--- src/flame_cfg_pkg.sv ---
/*
 * Constants, register map and carrier types for the flame decision and
 * configuration check block.
 * Assumes a 200 MHz system clock and an AXI4-Lite master.
 */
`default_nettype none
package flame_cfg_pkg;
    // ------------------------------------------------------------
    // Timing
    // ------------------------------------------------------------
    localparam int CLK_HZ          = 200_000_000;
    localparam int MISMATCH_TIME_S = 8;
    localparam int SAFETY_TIME_MS  = 1000;
    localparam int MS_CYCLES       = CLK_HZ / 1000;
    localparam int MISMATCH_MS     = MISMATCH_TIME_S * 1000;

    // ------------------------------------------------------------
    // Register map (byte offsets)
    // ------------------------------------------------------------
    localparam logic [7:0] OFS_STATUS   = 8'h00;
    localparam logic [7:0] OFS_INT_STAT = 8'h04;
    localparam logic [7:0] OFS_INT_EN   = 8'h08;
    localparam logic [7:0] OFS_INT_CLR  = 8'h0C;
    localparam logic [7:0] OFS_MEAS     = 8'h10;
    localparam logic [1:0] RESP_OKAY    = 2'h0;
    localparam logic [1:0] RESP_SLVERR  = 2'h2;

    // ------------------------------------------------------------
    // Switch decoding
    // ------------------------------------------------------------
    localparam logic [3:0]  ROT_RESET  = 4'h0;
    localparam logic [7:0]  DIP_RESET  = 8'h24;
    localparam logic [11:0] INT_STEP   = 12'h100;
    localparam logic [11:0] FREQ_STEP  = 12'h00F;
    localparam int          GAIN_LSB_A = 2;
    localparam int          GAIN_LSB_B = 5;

    // ------------------------------------------------------------
    // Types
    // ------------------------------------------------------------
    typedef struct packed {
        logic [3:0] intA;
        logic [3:0] intB;
        logic [3:0] frqA;
        logic [3:0] frqB;
        logic [7:0] dip;
    } chan_sw_s;

    localparam chan_sw_s SW_RESET = '{intA: ROT_RESET, intB: ROT_RESET,
                                      frqA: ROT_RESET, frqB: ROT_RESET,
                                      dip: DIP_RESET};

    typedef enum logic [2:0] {
        FL_OFF  = 3'b001,
        FL_ON   = 3'b010,
        FL_SHUT = 3'b100
    } flame_e;

    typedef struct packed {
        logic rangeChg;
        logic shut;
        logic mism;
        logic flameOff;
        logic flameOn;
    } evt_s;

    typedef struct packed {
        logic [23:0] rsv;
        logic        perEn;
        logic [2:0]  gain;
        logic        activeB;
        logic        shut;
        logic        mism;
        logic        flame;
    } status_s;

    typedef struct packed {
        chan_sw_s [1:0] s1;
        chan_sw_s [1:0] s2;
        logic [1:0]     rng1;
        logic [1:0]     rng2;
        logic [31:0]    tick;
        logic [15:0]    mismMs;
        logic [15:0]    safeMs;
        flame_e         fsm;
        logic           mism;
        logic           activeB;
        logic [2:0]     gain;
        logic           perEn;
        evt_s           intStat;
        evt_s           intEn;
        logic           awHeld;
        logic [7:0]     awAddr;
        logic           wHeld;
        logic [31:0]    wData;
        logic [3:0]     wStrb;
        logic           bValid;
        logic [1:0]     bResp;
        logic           rValid;
        logic [31:0]    rData;
        logic [1:0]     rResp;
    } state_s;
endpackage
`default_nettype wire

--- src/flame_decision_config_check.sv ---
/*
 * Flame-on decision with dual-channel switch cross-check, range
 * selection, gain curve decode, AXI4-Lite registers and interrupt.
 * Assumes switch and range pins are asynchronous and the measured
 * intensity and flicker values come from logic on sys_clk.
 */
// The AXI4-Lite register port and the register addresses are this design's own decisions.
// Functional notes
// - Both channels decide independently; disagreement leads to shutdown.
// - Differing rotary copies light switch error, shut down after 8 s.
// - Differing gain DIP banks light switch error, shut down after 8 s.
// - Threshold selectors decode 0 to F, lowest to highest.
// - Delivered rotary selectors sit at code 0.
// - Flame-on needs intensity above the active range threshold.
// - Flicker code 0 disables flicker threshold and periodic detection.
// - Nonzero flicker code requires frequency above its threshold.
// - Below threshold, flame-off follows after the safety time.
// - Gain adapts along the curve selected for the active range.
// - DIP banks select one of eight curves per range.
// - DIP 3-5 primary, 6-8 secondary; all-off highest; delivered one lower.
// - Curve number rises monotonically with input gain.
// - Each range has its own settings; only the active set applies.
// - Broken range line falls back to the primary range.
`default_nettype none
module flame_decision_config_check #(
    parameter int unsigned MS_CYCLES_P   = flame_cfg_pkg::MS_CYCLES,
    parameter int unsigned MISMATCH_MS_P = flame_cfg_pkg::MISMATCH_MS,
    parameter int unsigned SAFETY_MS_P   = flame_cfg_pkg::SAFETY_TIME_MS
) (
    // Clock and reset
    input  wire logic                     sys_clk,
    input  wire logic                     rstn,
    // AXI4-Lite write
    input  wire logic [7:0]               awaddr,
    input  wire logic                     awvalid,
    output logic                          awready,
    input  wire logic [31:0]              wdata,
    input  wire logic [3:0]               wstrb,
    input  wire logic                     wvalid,
    output logic                          wready,
    output logic [1:0]                    bresp,
    output logic                          bvalid,
    input  wire logic                     bready,
    // AXI4-Lite read
    input  wire logic [7:0]               araddr,
    input  wire logic                     arvalid,
    output logic                          arready,
    output logic [31:0]                   rdata,
    output logic [1:0]                    rresp,
    output logic                          rvalid,
    input  wire logic                     rready,
    // Switch pins, one copy per channel
    input  wire flame_cfg_pkg::chan_sw_s  swChan1,
    input  wire flame_cfg_pkg::chan_sw_s  swChan2,
    // Range control line
    input  wire logic                     rangeSelB,
    input  wire logic                     rangeLineOk,
    // Measurements
    input  wire logic [11:0]              measIntensity,
    input  wire logic [11:0]              measFreq,
    // Decision and status
    output logic                          flameOn,
    output logic                          switchErrLed,
    output logic                          errShutdown,
    output logic                          activeRangeB,
    output logic [2:0]                    gainCurve,
    output logic                          periodicDetEn,
    output logic                          irq
);
    // ------------------------------------------------------------
    // State
    // ------------------------------------------------------------
    flame_cfg_pkg::state_s st;
    flame_cfg_pkg::state_s nxt;
    flame_cfg_pkg::evt_s   evt;
    flame_cfg_pkg::evt_s   clrMask;
    flame_cfg_pkg::status_s stat;

    logic [3:0]  iCode [2];
    logic [3:0]  fCode [2];
    logic [2:0]  dipSel [2];
    logic [2:0]  crv [2];
    logic [11:0] intThr [2];
    logic [11:0] frqThr [2];
    logic [1:0]  raw;
    logic        rawAct;
    logic        swMism;
    logic        mismNow;
    logic        msTick;
    logic        shutNow;
    logic        awTake;
    logic        wTake;
    logic        arTake;
    logic        haveAw;
    logic        haveW;
    logic [7:0]  wAddr;
    logic [31:0] wDat;
    logic [3:0]  wStb;

    // ------------------------------------------------------------
    // Per-channel decode of the active range
    // ------------------------------------------------------------
    for (genvar g = 0; g < 2; g++) begin : g_chan
        // Range select picks one complete set of switches
        assign iCode[g]  = st.activeB ? st.s2[g].intB : st.s2[g].intA;
        assign fCode[g]  = st.activeB ? st.s2[g].frqB : st.s2[g].frqA;
        assign dipSel[g] = st.activeB
                         ? st.s2[g].dip[flame_cfg_pkg::GAIN_LSB_B +: 3]
                         : st.s2[g].dip[flame_cfg_pkg::GAIN_LSB_A +: 3];
        // All-off means highest curve, so curve index is inverted
        assign crv[g]    = ~dipSel[g];
        // Code 0 lowest, F highest
        assign intThr[g] = 12'(iCode[g] * flame_cfg_pkg::INT_STEP);
        assign frqThr[g] = 12'(fCode[g] * flame_cfg_pkg::FREQ_STEP);
        assign raw[g]    = (measIntensity > intThr[g])
                         && ((fCode[g] == 4'h0)
                             || (measFreq > frqThr[g]));
    end

    // Both channels must reach the same verdict
    assign rawAct  = raw[0] & raw[1];
    // Whole DIP bank compared, safety-time bits included
    assign swMism  = (st.s2[0] != st.s2[1]);
    assign mismNow = swMism | (raw[0] ^ raw[1]);
    assign msTick  = (st.tick == 32'(MS_CYCLES_P - 1));
    assign shutNow = mismNow && msTick
                   && (st.mismMs == 16'(MISMATCH_MS_P - 1));

    // ------------------------------------------------------------
    // Bus handshakes
    // ------------------------------------------------------------
    // One write in flight: channels close while a response waits
    assign awready = !st.awHeld && !st.bValid;
    assign wready  = !st.wHeld && !st.bValid;
    assign arready = !st.rValid;
    assign awTake  = awvalid && awready;
    assign wTake   = wvalid && wready;
    assign arTake  = arvalid && arready;
    assign haveAw  = st.awHeld || awTake;
    assign haveW   = st.wHeld || wTake;
    assign wAddr   = st.awHeld ? st.awAddr : awaddr;
    assign wDat    = st.wHeld ? st.wData : wdata;
    assign wStb    = st.wHeld ? st.wStrb : wstrb;

    assign stat = '{rsv: 24'h0, perEn: st.perEn, gain: st.gain,
                    activeB: st.activeB,
                    shut: (st.fsm == flame_cfg_pkg::FL_SHUT),
                    mism: st.mism,
                    flame: (st.fsm == flame_cfg_pkg::FL_ON)};

    // ------------------------------------------------------------
    // Next state
    // ------------------------------------------------------------
    always_comb begin
        nxt     = st;
        evt     = '0;
        clrMask = '0;

        // Two-stage synchronisers for all switch and range pins
        nxt.s1[0] = swChan1;
        nxt.s1[1] = swChan2;
        nxt.s2    = st.s1;
        nxt.rng1  = {rangeLineOk, rangeSelB};
        nxt.rng2  = st.rng1;
        // Dead line reads as primary range
        nxt.activeB = st.rng2[1] & st.rng2[0];

        nxt.tick = msTick ? 32'h0 : st.tick + 32'h1;

        // Only an unbroken disagreement accumulates
        nxt.mism = mismNow;
        if (!mismNow) begin
            nxt.mismMs = 16'h0;
        end else if (msTick
                     && (st.mismMs != 16'(MISMATCH_MS_P))) begin
            nxt.mismMs = st.mismMs + 16'h1;
        end

        case (st.fsm)
            flame_cfg_pkg::FL_OFF: begin
                nxt.safeMs = 16'h0;
                if (rawAct) begin
                    nxt.fsm = flame_cfg_pkg::FL_ON;
                end
            end
            flame_cfg_pkg::FL_ON: begin
                if (rawAct) begin
                    nxt.safeMs = 16'h0;
                end else if (msTick) begin
                    // Loss must persist for the whole safety time
                    if (st.safeMs == 16'(SAFETY_MS_P - 1)) begin
                        nxt.fsm    = flame_cfg_pkg::FL_OFF;
                        nxt.safeMs = 16'h0;
                    end else begin
                        nxt.safeMs = st.safeMs + 16'h1;
                    end
                end
            end
            flame_cfg_pkg::FL_SHUT: begin
                nxt.safeMs = 16'h0;
            end
            default: begin
                nxt.fsm = flame_cfg_pkg::FL_SHUT;
            end
        endcase
        // Shutdown is final until reset, the safe reaction
        if (shutNow) begin
            nxt.fsm = flame_cfg_pkg::FL_SHUT;
        end

        // Curve handed to the gain adaptation loop
        nxt.gain  = crv[0];
        nxt.perEn = (fCode[0] != 4'h0) && (fCode[1] != 4'h0);

        evt.flameOn  = (st.fsm != flame_cfg_pkg::FL_ON)
                     && (nxt.fsm == flame_cfg_pkg::FL_ON);
        evt.flameOff = (st.fsm == flame_cfg_pkg::FL_ON)
                     && (nxt.fsm == flame_cfg_pkg::FL_OFF);
        evt.mism     = mismNow && !st.mism;
        evt.shut     = (st.fsm != flame_cfg_pkg::FL_SHUT)
                     && (nxt.fsm == flame_cfg_pkg::FL_SHUT);
        evt.rangeChg = (nxt.activeB != st.activeB);

        // Write channel
        if (awTake) begin
            nxt.awHeld = 1'b1;
            nxt.awAddr = awaddr;
        end
        if (wTake) begin
            nxt.wHeld = 1'b1;
            nxt.wData = wdata;
            nxt.wStrb = wstrb;
        end
        if (st.bValid && bready) begin
            nxt.bValid = 1'b0;
        end
        if (haveAw && haveW && !st.bValid) begin
            nxt.awHeld = 1'b0;
            nxt.wHeld  = 1'b0;
            nxt.bValid = 1'b1;
            nxt.bResp  = flame_cfg_pkg::RESP_OKAY;
            case ({wAddr[7:2], 2'b00})
                flame_cfg_pkg::OFS_INT_EN: begin
                    if (wStb[0]) begin
                        nxt.intEn = wDat[4:0];
                    end
                end
                flame_cfg_pkg::OFS_INT_CLR: begin
                    if (wStb[0]) begin
                        clrMask = wDat[4:0];
                    end
                end
                flame_cfg_pkg::OFS_STATUS,
                flame_cfg_pkg::OFS_INT_STAT,
                flame_cfg_pkg::OFS_MEAS: begin
                    nxt.bResp = flame_cfg_pkg::RESP_OKAY;
                end
                default: begin
                    nxt.bResp = flame_cfg_pkg::RESP_SLVERR;
                end
            endcase
        end
        // A new event beats a clear in the same cycle
        nxt.intStat = (st.intStat & ~clrMask) | evt;

        // Read channel
        if (st.rValid && rready) begin
            nxt.rValid = 1'b0;
        end
        if (arTake) begin
            nxt.rValid = 1'b1;
            nxt.rResp  = flame_cfg_pkg::RESP_OKAY;
            case ({araddr[7:2], 2'b00})
                flame_cfg_pkg::OFS_STATUS: begin
                    nxt.rData = stat;
                end
                flame_cfg_pkg::OFS_INT_STAT: begin
                    nxt.rData = {27'h0, st.intStat};
                end
                flame_cfg_pkg::OFS_INT_EN: begin
                    nxt.rData = {27'h0, st.intEn};
                end
                flame_cfg_pkg::OFS_INT_CLR: begin
                    nxt.rData = 32'h0;
                end
                flame_cfg_pkg::OFS_MEAS: begin
                    nxt.rData = {4'h0, measFreq, 4'h0, measIntensity};
                end
                default: begin
                    nxt.rData = 32'h0;
                    nxt.rResp = flame_cfg_pkg::RESP_SLVERR;
                end
            endcase
        end
    end

    // ------------------------------------------------------------
    // Registers
    // ------------------------------------------------------------
    always_ff @(posedge sys_clk or negedge rstn) begin
        if (!rstn) begin
            st     <= '0;
            // Delivered switch setting until the pins are sampled
            st.s1  <= {2{flame_cfg_pkg::SW_RESET}};
            st.s2  <= {2{flame_cfg_pkg::SW_RESET}};
            st.fsm <= flame_cfg_pkg::FL_OFF;
            st.gain <= ~flame_cfg_pkg::DIP_RESET[flame_cfg_pkg::GAIN_LSB_A
                                                 +: 3];
        end else begin
            st <= nxt;
        end
    end

    // ------------------------------------------------------------
    // Outputs
    // ------------------------------------------------------------
    assign bvalid        = st.bValid;
    assign bresp         = st.bResp;
    assign rvalid        = st.rValid;
    assign rdata         = st.rData;
    assign rresp         = st.rResp;
    assign flameOn       = (st.fsm == flame_cfg_pkg::FL_ON);
    assign errShutdown   = (st.fsm == flame_cfg_pkg::FL_SHUT);
    assign switchErrLed  = st.mism;
    assign activeRangeB  = st.activeB;
    assign gainCurve     = st.gain;
    assign periodicDetEn = st.perEn;
    assign irq           = |(st.intStat & st.intEn);
endmodule
`default_nettype wire

--- config.mk ---
export PLATFORM = sky130hd
export DESIGN_NAME = flame_decision_config_check
export DESIGN_NICKNAME = d
export VERILOG_FILES = /design/src/flame_cfg_pkg.sv /design/src/flame_decision_config_check.sv
export SDC_FILE = /design/constraint.sdc
export NUM_CORES = 1
export LEC_CHECK = 0
export ABC_CLOCK_PERIOD_IN_PS = 12750
export BUFFER_PORTS_ARGS = -buffer_cell sky130_fd_sc_hd__clkbuf_2
export CORE_UTILIZATION = 60
export DETAILED_ROUTE_END_ITERATION = 12
export PLACE_DENSITY_LB_ADDON = 0.3
export SLEW_MARGIN = 15
export SYNTH_ARGS = -nofsm -noshare
export SYNTH_HDL_FRONTEND = slang
export SYNTH_SLANG_ARGS = --single-unit
--- constraint.sdc ---
create_clock -name sys_clk -period 12.75 [get_ports sys_clk]
set_input_delay 1.275 -clock sys_clk [delete_from_list [all_inputs] [get_ports sys_clk]]
set_output_delay 1.275 -clock sys_clk [all_outputs]
set_load 0.02 [all_outputs]
Word level (Yosys, flattened, before mapping)
Index checks and enable logic that the tools add are counted.
{"block": "op_classes", "n_addsub": 3, "bitwise_logic": 9, "muxes": 34, "n_eq_ne": 24, "n_reduce_logical": 45, "order_cmp": 4, "multipliers": 2}
{"op": "28-bit one-hot mux with 4 select lines", "count": 1}
{"op": "16-bit two-way mux", "count": 4}
{"op": "37-bit two-way mux", "count": 1}
{"op": "35-bit two-way mux", "count": 1}
{"op": "16-bit by 1-bit adder with 16-bit output (second input constant)", "count": 2}
{"op": "32-bit by 1-bit adder with 32-bit output (second input constant)", "count": 1}
{"op": "32-bit by 18-bit == test with 1-bit output (second input constant)", "count": 1}
{"op": "32-bit two-way mux", "count": 1}
{"op": "16-bit one-hot mux with 2 select lines", "count": 1}
{"op": "6-bit by 2-bit == test with 1-bit output (second input constant)", "count": 4}
{"op": "12-bit greater-than comparator", "count": 2}
{"op": "12-bit by 8-bit greater-than comparator with 1-bit output", "count": 2}
{"op": "24-bit inequality test", "count": 1}
{"op": "5-bit two-way mux", "count": 4}
{"op": "1-bit logical AND", "count": 19}
{"op": "19-bit two-way mux", "count": 1}
{"op": "3-bit two-way mux", "count": 6}
{"op": "16-bit by 10-bit == test with 1-bit output (second input constant)", "count": 1}
{"op": "16-bit by 13-bit == test with 1-bit output (second input constant)", "count": 1}
{"op": "4-bit by 4-bit multiplier with 8-bit output (second input constant)", "count": 2}
{"op": "4-bit two-way mux", "count": 4}
{"op": "16-bit by 13-bit inequality test with 1-bit output (second input constant)", "count": 1}
{"op": "5-bit OR reduction", "count": 3}
{"op": "6-bit by 1-bit == test with 1-bit output (second input constant)", "count": 2}
{"op": "other kinds (30)", "count": 55}
{"block": "totals", "register_bits": 267, "out_inout_bits": 50}

Depth between registers and ports, before layout
Gate-level depths: netlist of the first run.
{"block": "depth", "ltp_word": 13, "ltp_mapped": 23, "depth_no_buf": 21}

Worst setup path before layout of the first run
Ideal clock, no wire load.
{"block": "synth_timing", "path_kind": "register to register", "startpoint": "register st (netlist bit activeRangeB)", "endpoint": "register st[118] (netlist bit)", "arrival_ns": 6.014, "slack_ns": 6.655, "required_time_ns": 12.669, "path_stages_with_launch": 22, "period_less_slack_ns": 6.095, "cell_sequence": "dfrtp_1 -> buf_1 -> mux2i_1 -> inv_1 -> fa_1 -> fa_1 -> ha_1 -> a21o_1 -> a21oi_1 -> o21bai_1 -> a21oi_1 -> xor2_1 -> ha_1 -> nand4_1 -> or2_2 -> o31ai_1 -> a31oi_1 -> ha_1 -> a2111oi_0 -> or4b_2 -> or4_4 -> o211ai_2"}
{"block": "synth_between", "elab_chain_len": 8, "elab_cells_between_ends": 21, "cone_classes": "2 x mul; 4 x order compare; 1 x eq/ne; 6 x mux; 1 x bitwise; 7 x reduce/logical"}
{"element": "start, declared", "line": "flame_decision_config_check.sv:73", "source": "flame_cfg_pkg::state_s st;"}
{"element": "start signal, assigned", "line": "flame_decision_config_check.sv:310", "source": "st <= nxt;"}
{"element": "4-bit two-way mux", "line": "flame_decision_config_check.sv:106", "source": "assign fCode[g] = st.activeB ? st.s2[g].frqB : st.s2[g].frqA;"}
{"element": "4-bit by 4-bit multiplier with 8-bit output", "line": "flame_decision_config_check.sv:114", "source": "assign frqThr[g] = 12'(fCode[g] * flame_cfg_pkg::FREQ_STEP);"}
{"element": "12-bit by 8-bit greater-than comparator with 1-bit output", "line": "flame_decision_config_check.sv:117", "source": "|| (measFreq > frqThr[g]));"}
{"element": "1-bit logical OR", "line": "flame_decision_config_check.sv:117"}
{"element": "1-bit logical AND", "line": "flame_decision_config_check.sv:116", "source": "&& ((fCode[g] == 4'h0)"}
{"element": "1-bit AND (*)", "line": "flame_decision_config_check.sv:121", "source": "assign rawAct = raw[0] & raw[1];"}
{"element": "16-bit two-way mux / 3-bit by 1-bit inequality test with 1-bit output (equally long branches)"}
{"element": "16-bit one-hot mux with 2 select lines / 2-bit AND reduction (equally long branches)"}
Every way passes the cells marked *; elsewhere a longest branch is shown, timed or not.
A chain may end at the register's enable or synchronous reset.

Worst setup path after layout of the first run
Same ends and word-level chain as after synthesis.

==> results of run 1 <==
==> logic make-up (layout without fill, tap and decap cells) <==
family / Yosys count / count (layout) / share of synthesized area [%]
buffers and inverters: 111 / 232 / 5.320
and+or+nand+nor: 267 / 267 / 13.28
other: 1 / 10 / 0.03528
DFF: 225 / 225 / 53.10
adders and majority gates: 65 / 65 / 8.357
muxes: 46 / 46 / 4.520
AOI/OAI and AO/OA: 145 / 145 / 8.969
xor gates and xnor gates: 78 / 78 / 6.427
==> cells in the mapped netlist (10+ instances only) <==
library cell	count
sky130_fd_sc_hd__xnor2_1	32
sky130_fd_sc_hd__mux2_2	16
sky130_fd_sc_hd__a21oi_1	23
sky130_fd_sc_hd__a21o_1	10
sky130_fd_sc_hd__mux2i_1	30
sky130_fd_sc_hd__nor3_1	14
sky130_fd_sc_hd__o31ai_1	16
sky130_fd_sc_hd__nand2_1	44
sky130_fd_sc_hd__nor2b_1	10
sky130_fd_sc_hd__a22o_1	21
sky130_fd_sc_hd__nand3_1	22
sky130_fd_sc_hd__nor2_1	66
sky130_fd_sc_hd__clkbuf_1	23
sky130_fd_sc_hd__dfrtp_1	214
sky130_fd_sc_hd__xor2_1	46
sky130_fd_sc_hd__inv_1	45
sky130_fd_sc_hd__dfstp_2	11
sky130_fd_sc_hd__o21ai_0	44
sky130_fd_sc_hd__fa_1	10
sky130_fd_sc_hd__ha_1	55
sky130_fd_sc_hd__nor4_1	23
sky130_fd_sc_hd__buf_4	39
sky130_fd_sc_hd__nand4_1	28
sky130_fd_sc_hd__and3_1	13
==> state kept, by name (all words and copies together), names as in the netlist <==
signal         flops
activeRangeB       1
rdata             24
rvalid             1
rresp              1
periodicDetEn      1
bvalid             1
gainCurve          3
st               141
bresp              1
nxt               50
switchErrLed       1
==> layer usage <==
layer / wire (um) / GRT usage, % / up-vias
li1: - / - / 3474
met1: 9486 / 32.62 / 3563
met3: 1217 / 3.979 / 35
met4: 495 / 7.303 / 0
met5: 0 / 0 / -
met2: 10210 / 39.86 / 249
==> power breakdown <==
part | switching (W) | internal [W]
clock network | 0.000280 | 0.000407
logic | 0.000168 | 0.000139
registers | 0.0000507 | 0.000775
total | 0.000499 | 0.00132
==> layout make-up <==
type	instances	area, um2	area share, %
flip-flops and latches	225	5644	46.61
clock buffers	30	653.1	5.394
repair buffers	143	738.2	6.096
inverters	45	168.9	1.395
clock inverters	14	146.4	1.209
multi-input cells	611	4477	36.97
well taps	225	281.5	2.325
==> worst max-delay path, delay by kind of cell, from the launching register on <==
family | cells | cell delay (ps)
mux | 1 | 550
buf+inv | 2 | 540
simple gates | 3 | 1490
xor+xnor | 1 | 180
fa+ha+maj | 5 | 1870
flops | 1 | 400
compound gates | 9 | 1570
==> worst max path at each step <==
stage / to / depth (start not counted)
after floorplan: st[118] / 21
after global placement: st[118] / 21
after detailed placement: st[118] / 21
after CTS: st[118] / 21
after global routing: st[118] / 21
final: st[118] / 21
==> stage by stage <==
| step | area [um2] | worst slack, ps |
|---|---|---|
| final | 12110 | 6046 |
| after global routing | 12110 | 5628 |
| after CTS | 12110 | 6021 |
| after detailed placement | 11310 | 6100 |
| after global placement | 11310 | 6193 |
| after floorplan | 10660 | 6655 |
==> summary.md, run 1 <==
* **routed wirelength normalized by instance count** 16.56 um
* **maximum fanout along the worst path** 20
* **area share of the leading cell type in the synthesized netlist** 50.38%
* **master cell of the clock root buffer** sky130_fd_sc_hd__clkbuf_16
* **total length of routed wires** 21410 um
* **iteration count of the initial detailed-routing pass** 4
* **count of cells resized by post-cts repair** 0
* **largest net degree at the start of global routing** 111
* **critical path data arrival time** 7130 ps
* **commonest register cell after synthesis** sky130_fd_sc_hd__dfrtp_1
* **gr ovfl total** 0
* **ranking of synthesized cells by area** sky130_fd_sc_hd__dfrtp_1 (50%), sky130_fd_sc_hd__ha_1 (6.5%), sky130_fd_sc_hd__xor2_1 (3.8%), sky130_fd_sc_hd__mux2i_1 (2.8%), sky130_fd_sc_hd__buf_4 (2.8%)
* **post-route worst hold slack** 338.7 ps
* **post-layout minimum cycle time** 6704 ps
* **Worst Hold Endpoint** st[179]
* **most frequent standard cell in the layout excluding fill and tap cells** sky130_fd_sc_hd__dfrtp_1
* **final sum of negative setup slack** 0 ps
* **number of standard cells after synthesis** 938
* **Setup CP Type** reg -> reg
* **initial core utilization** 61.46%
* **chip height** 135.1 um
* **post-route ant nets** 0
* **CTS H-tree lvls** 1
* **non-filler instance count after layout** 1293
* **Layout area overhead** 13.91%
* **final max-slew violation count** 0
* **share of synthesized area occupied by flip-flops and latches** 53.10%
* **status** complete, no violations
* **FF+latch count, synth** 225
* **final hold vios** 0
* **fraction of layout instances using a drive strength above 1** 20.88%
* **setup repair after global routing missed its margin** false
* **Clock Path Buffers** 3
* **Post-Synthesis Mean Instance Area** 11.33 um2
* **total of warnings raised by yosys** 0
* **Worst Reg-to-Reg Cells** 21
* **number of inserted filler cells in the final layout** 1260
* **Power Density** 150.3 mW/mm2
* **Vias/cell** 5.662
* **placed cells** 1249
* **count of pins on the block boundary** 183
* **total die area** 0.01825 mm2
* **crit-path max cell delay** 830 ps
* **Std-Cell Core Area** 0.01730 mm2
* **post-synthesis cell area** 0.01063 mm2
* **biggest area consumer among synthesized cells** sky130_fd_sc_hd__dfrtp_1
* **count of inserted antenna diode cells** 0
* **std cell rows** 48
* **worst path required time** 13180 ps
* **depth of the worst hold-timing path** 0
* **startpoint of the lowest-slack register-to-register path** activeRangeB
* **Fmax achieved** 149.2 MHz
* **Vias** 7321
* **transition time at the pin with the least slew margin** 1048 ps
* **class of the tightest hold or removal check** reg -> reg
* **Design Power** 0.001820 W
* **width of the chip** 135.1 um
* **worst reg2reg endpoint** st[118]
* **max-capacitance violation count** 0
* **final core area utilization** 70.01%
* **cell breakdown of the critical path** buf_4, mux2i_1, inv_1, fa_1, fa_1, ha_1, a21o_1, a21oi_1, o21bai_1, a21oi_1, xor2_1, ha_1, nand4_1, a21oi_1, o31ai_1, a31oi_1, ha_1, a2111oi_0, or4b_2, or4_4, o211ai_2
* **number of endpoints failing setup at the final stage** 0
* **critical path endpoint category** flop
* **timing startpoint of the critical path** activeRangeB
* **number of CTS-inserted buffers** 24
* **Detail Placement HPWL** 15360 um
* **Worst Hold Launch** nxt[179]
* **flop2flop setup slack** 6050 ps
* **CTS tree** yes
* **most frequent cells in the layout** sky130_fd_sc_hd__dfrtp_1 (214), sky130_fd_sc_hd__clkbuf_2 (137), sky130_fd_sc_hd__nor2_1 (66), sky130_fd_sc_hd__ha_1 (55), sky130_fd_sc_hd__xor2_1 (46)
* **global-route wire length before repair** 34530 um
* **headroom to the max-slew limit** 29.89%
* **DR DRC count** 0
* **detailed router's first-iteration violation count** 337
* **clk sink count** 225
* **Netlist cell types** 54
* **vias in the first global route** 7066
* **IO Port Bufs** 138
* **proportion of synthesized flip-flops having asynchronous set or reset** 100.0%
* **count of flip-flops with a built-in enable after synthesis** 0
* **worst ir drop on vdd** 0.0001680 V
* **Final period util** 52.58%
* **Leakage Power** 5.751 nW
* **critical path startpoint category** flop
* **total track usage** 24.06%
* **number of antenna violations at the first check in global routing** 0
* **placer congestion estimate** 0.8438
* **Post-CTS Setup Repair Bufs** 0
* **clock-pin slew on the worst setup and hold paths** 60 ps
* **Hold Buf Count CTS** 0
* **Critical Path Slowest Stage Cell** sky130_fd_sc_hd__or4b_2
* **Clock Skew** 14.09 ps
* **net count of the finished layout** 1248
* **insertion delay of the later-clocked pin in the worst-skew pair** 520 ps
Power figures use the tool's default switching activity.
==> run 2: changes to the inputs <==
Settings changed: ABC_CLOCK_PERIOD_IN_PS 12750 to 6200, CORE_UTILIZATION 60 to 56.
Clock period 12.75 ns to 6.2 ns, I/O delays scaled along.
==> run 2 against run 1 <==
- cell count grew 1.9%
- count of clock-buffer cells in the layout is 4 higher
- combinational power rose by 110%
- sequential power is 110% higher
- worst setup slack got worse by 5700 ps
- non-clock buffer count increased by 15
- critical path depth increased by 3
- via count fell by 1.0%
- hold slack lost 190 ps
- global-route usage is 1.7 points lower
- clock power is 120% higher
- critical path type unchanged
- critical endpoint is now st[109]
- largest cell class unchanged
==> summary.md, run 2 (synthesis gave the netlist of run 1 again) <==
* **count of pins on the block boundary** 183, unchanged
* **final sum of negative setup slack** 0 ps, unchanged
* **critical path endpoint category** flop, unchanged
* **clock-pin slew on the worst setup and hold paths** 60 ps, about the same
* **number of flip-flops under the largest register name** 141, unchanged
* **final max-slew violation count** 0, unchanged
* **Vias/cell** 5.503, was 5.662
* **net count of the finished layout** 1263, was 1248
* **fraction of layout instances using a drive strength above 1** 22.16%, was 20.88%
* **DR DRC count** 0, unchanged
* **transition time at the pin with the least slew margin** 968.3 ps, was 1048 ps
* **status** complete, no violations, unchanged
* **number of inserted filler cells in the final layout** 1413, was 1260
* **detailed router's first-iteration violation count** 383, was 337
* **Critical Path Slowest Stage Cell** sky130_fd_sc_hd__or4b_2, unchanged
* **Leakage Power** 5.863 nW, was 5.751 nW
* **largest net degree at the start of global routing** 106, was 111
* **master cell of the clock root buffer** sky130_fd_sc_hd__clkbuf_16, unchanged
* **Top cell by count, worst path** sky130_fd_sc_hd__a21oi_1
* **gr ovfl total** 0, unchanged
* **setup repair after global routing missed its margin** false, unchanged
* **total die area** 0.01954 mm2, was 0.01825 mm2
* **routed wirelength normalized by instance count** 15.95 um, was 16.56 um
* **vias in the first global route** 7135, was 7066
* **critical path data arrival time** 6280 ps, was 7130 ps
* **count of inserted antenna diode cells** 0, unchanged
* **maximum fanout along the worst path** 13, was 20
* **Power Density** 313.6 mW/mm2, was 150.3 mW/mm2
* **final hold vios** 0, unchanged
* **max-capacitance violation count** 0, unchanged
* **cell breakdown of the critical path** buf_12, mux2i_1, inv_1, fa_1, fa_1, ha_1, a21o_1, a21oi_1, o21bai_1, a21oi_1, xor2_1, ha_1, nand4_1, or2_2, o31ai_1, buf_4, a31oi_1, ha_2, a2111oi_2, or4b_2, buf_4, inv_1, a21oi_1, a21oi_1, was buf_4, mux2i_1, inv_1, fa_1, fa_1, ha_1, a21o_1, a21oi_1, o21bai_1, a21oi_1, xor2_1, ha_1, nand4_1, a21oi_1, o31ai_1, a31oi_1, ha_1, a2111oi_0, or4b_2, or4_4, o211ai_2
* **width of the chip** 139.8 um, was 135.1 um
* **class of the tightest hold or removal check** in -> async, was reg -> reg
* **Hold Buf Count CTS** 0, unchanged
* **most frequent cells in the layout** sky130_fd_sc_hd__dfrtp_1 (213), sky130_fd_sc_hd__clkbuf_2 (137), sky130_fd_sc_hd__nor2_1 (66), sky130_fd_sc_hd__ha_1 (54), sky130_fd_sc_hd__xor2_1 (46), was sky130_fd_sc_hd__dfrtp_1 (214), sky130_fd_sc_hd__clkbuf_2 (137), sky130_fd_sc_hd__nor2_1 (66), sky130_fd_sc_hd__ha_1 (55), sky130_fd_sc_hd__xor2_1 (46)
* **total length of routed wires** 21000 um, was 21410 um
* **insertion delay of the later-clocked pin in the worst-skew pair** 520 ps, about the same
* **post-layout minimum cycle time** 5844 ps, was 6704 ps
* **Std-Cell Core Area** 0.01864 mm2, was 0.01730 mm2
* **Setup CP Type** reg -> reg, unchanged
* **Detail Placement HPWL** 15190 um, was 15360 um
* **Final period util** 94.25%, was 52.58%
* **Most flops, register** st, unchanged
* **critical path startpoint category** flop, unchanged
* **headroom to the max-slew limit** 35.10%, was 29.89%
* **IO Port Bufs** 138, unchanged
* **placer congestion estimate** 0.8675, was 0.8438
* **std cell rows** 50, was 48
* **placed cells** 1272, was 1249
* **crit path buf inv count** 5, was 2
* **global-route wire length before repair** 35120 um, was 34530 um
* **chip height** 139.8 um, was 135.1 um
* **worst path required time** 6630 ps, was 13180 ps
* **worst ir drop on vdd** 0.0002191 V, was 0.0001680 V
* **CTS tree** yes, unchanged
* **post-route ant nets** 0, unchanged
* **total track usage** 22.34%, was 24.06%
* **Clock Path Buffers** 3, unchanged
* **iteration count of the initial detailed-routing pass** 5, was 4
* **crit-path max cell delay** 640 ps, was 830 ps
* **number of endpoints failing setup at the final stage** 0, unchanged
* **Fmax achieved** 171.1 MHz, was 149.2 MHz
* **non-filler instance count after layout** 1317, was 1293
* **CTS H-tree lvls** 1, unchanged
* **Layout area overhead** 16.01%, was 13.91%
* **clk sink count** 225, unchanged
* **startpoint of the lowest-slack register-to-register path** activeRangeB, unchanged
* **timing startpoint of the critical path** activeRangeB, unchanged
* **number of antenna violations at the first check in global routing** 1, was 0
* **number of CTS-inserted buffers** 24, unchanged
* **most frequent standard cell in the layout excluding fill and tap cells** sky130_fd_sc_hd__dfrtp_1, unchanged
* **Crit path max-delay family** adder cells, unchanged
* **initial core utilization** 57.02%, was 61.46%
* **Clock Skew** 10.98 ps, was 14.09 ps
* **Vias** 7248, was 7321
run 2: changes by cell type in the layout (fill, tap and decap cells not counted), sizes merged:
| cell | before | now |
|---|---|---|
| buf | 6 | 21 |
| clkinv | 9 | 4 |
| clkbuf | 167 | 171 |
| bufinv | 2 | 5 |
| clkinvlp | 3 | 0 |
| inv | 45 | 46 |
run 2: routing by layer:
metal,track usage (%),wire length [um],vias to the layer above
li1,-,-,3502
met1,31.04,9513,3493
met2,36.61,9970,216
met3,3.613,1096,37
met4,5.957,420,0
met5,0,0,-
run 2: path summary, 6_finish.rpt:
check | slack (ps) | cells past startpoint | to
worst max-delay path | 360 | 24 | st[109]
worst min-delay path | 140 | 1 | st[83]
worst max register to register | 360 | 24 | st[109]
worst min register to register | 340 | 0 | st[186]
max in group asynchronous | 4730 | 2 | st[89]
min in group sys_clk | 180 | 1 | nxt[200]
run 2: worst register-to-register path, stage by stage, from the launching register on:
cell	delay (ps)
sky130_fd_sc_hd__dfrtp_2	490
sky130_fd_sc_hd__buf_12	160
sky130_fd_sc_hd__mux2i_1	250
sky130_fd_sc_hd__inv_1	110
sky130_fd_sc_hd__fa_1	550
sky130_fd_sc_hd__fa_1	440
sky130_fd_sc_hd__ha_1	290
sky130_fd_sc_hd__a21o_1	170
sky130_fd_sc_hd__a21oi_1	170
sky130_fd_sc_hd__o21bai_1	80
sky130_fd_sc_hd__a21oi_1	160
sky130_fd_sc_hd__xor2_1	100
sky130_fd_sc_hd__ha_1	290
sky130_fd_sc_hd__nand4_1	110
sky130_fd_sc_hd__or2_2	310
sky130_fd_sc_hd__o31ai_1	80
sky130_fd_sc_hd__buf_4	160
sky130_fd_sc_hd__a31oi_1	80
sky130_fd_sc_hd__ha_2	270
sky130_fd_sc_hd__a2111oi_2	240
sky130_fd_sc_hd__or4b_2	640
sky130_fd_sc_hd__buf_4	220
sky130_fd_sc_hd__inv_1	120
sky130_fd_sc_hd__a21oi_1	90
sky130_fd_sc_hd__a21oi_1	170
run 2: area by class of cell:
class	instances	area, um2	area share [%]
Sequential cell	225	5645	45.78
Multi-Input combinational cell	611	4493	36.43
Timing Repair Buffer	158	863.3	7.001
Clock buffer	34	678.2	5.499
Clock inverter	10	190.2	1.542
Inverter	45	168.9	1.370
Tap cell	234	292.8	2.374
run 2: what timing repair did:
action | CTS | global route
resized for setup | 0 | 6
endpoints found under the setup margin | 0 | 14
endpoints found under the hold margin | 0 | 0
buffers inserted | 0 | 1
run 2: power by group:
part / switching, W / total (W) / internal [W]
registers: 0.000102 / 0.00170 / 0.00160
logic: 0.000343 / 0.000642 / 0.000299
clock network: 0.000556 / 0.00153 / 0.000972
run 2: per-stage QoR:
stage                     setup WS, ps  cell area [um2]  hold WS (ps)  power [W]  util (%)
after global placement           205.7            11440         332.6   0.002342     61.36
final                            356.2            12330         144.4   0.003868     66.15
after floorplan                  105.3            10660         324.4   0.002160         -
after global routing             40.63            12330         158.6   0.004065     66.15
after detailed placement         169.3            11440         334.7   0.002367     61.36
after CTS                        63.20            12310         161.7   0.003913     66.01
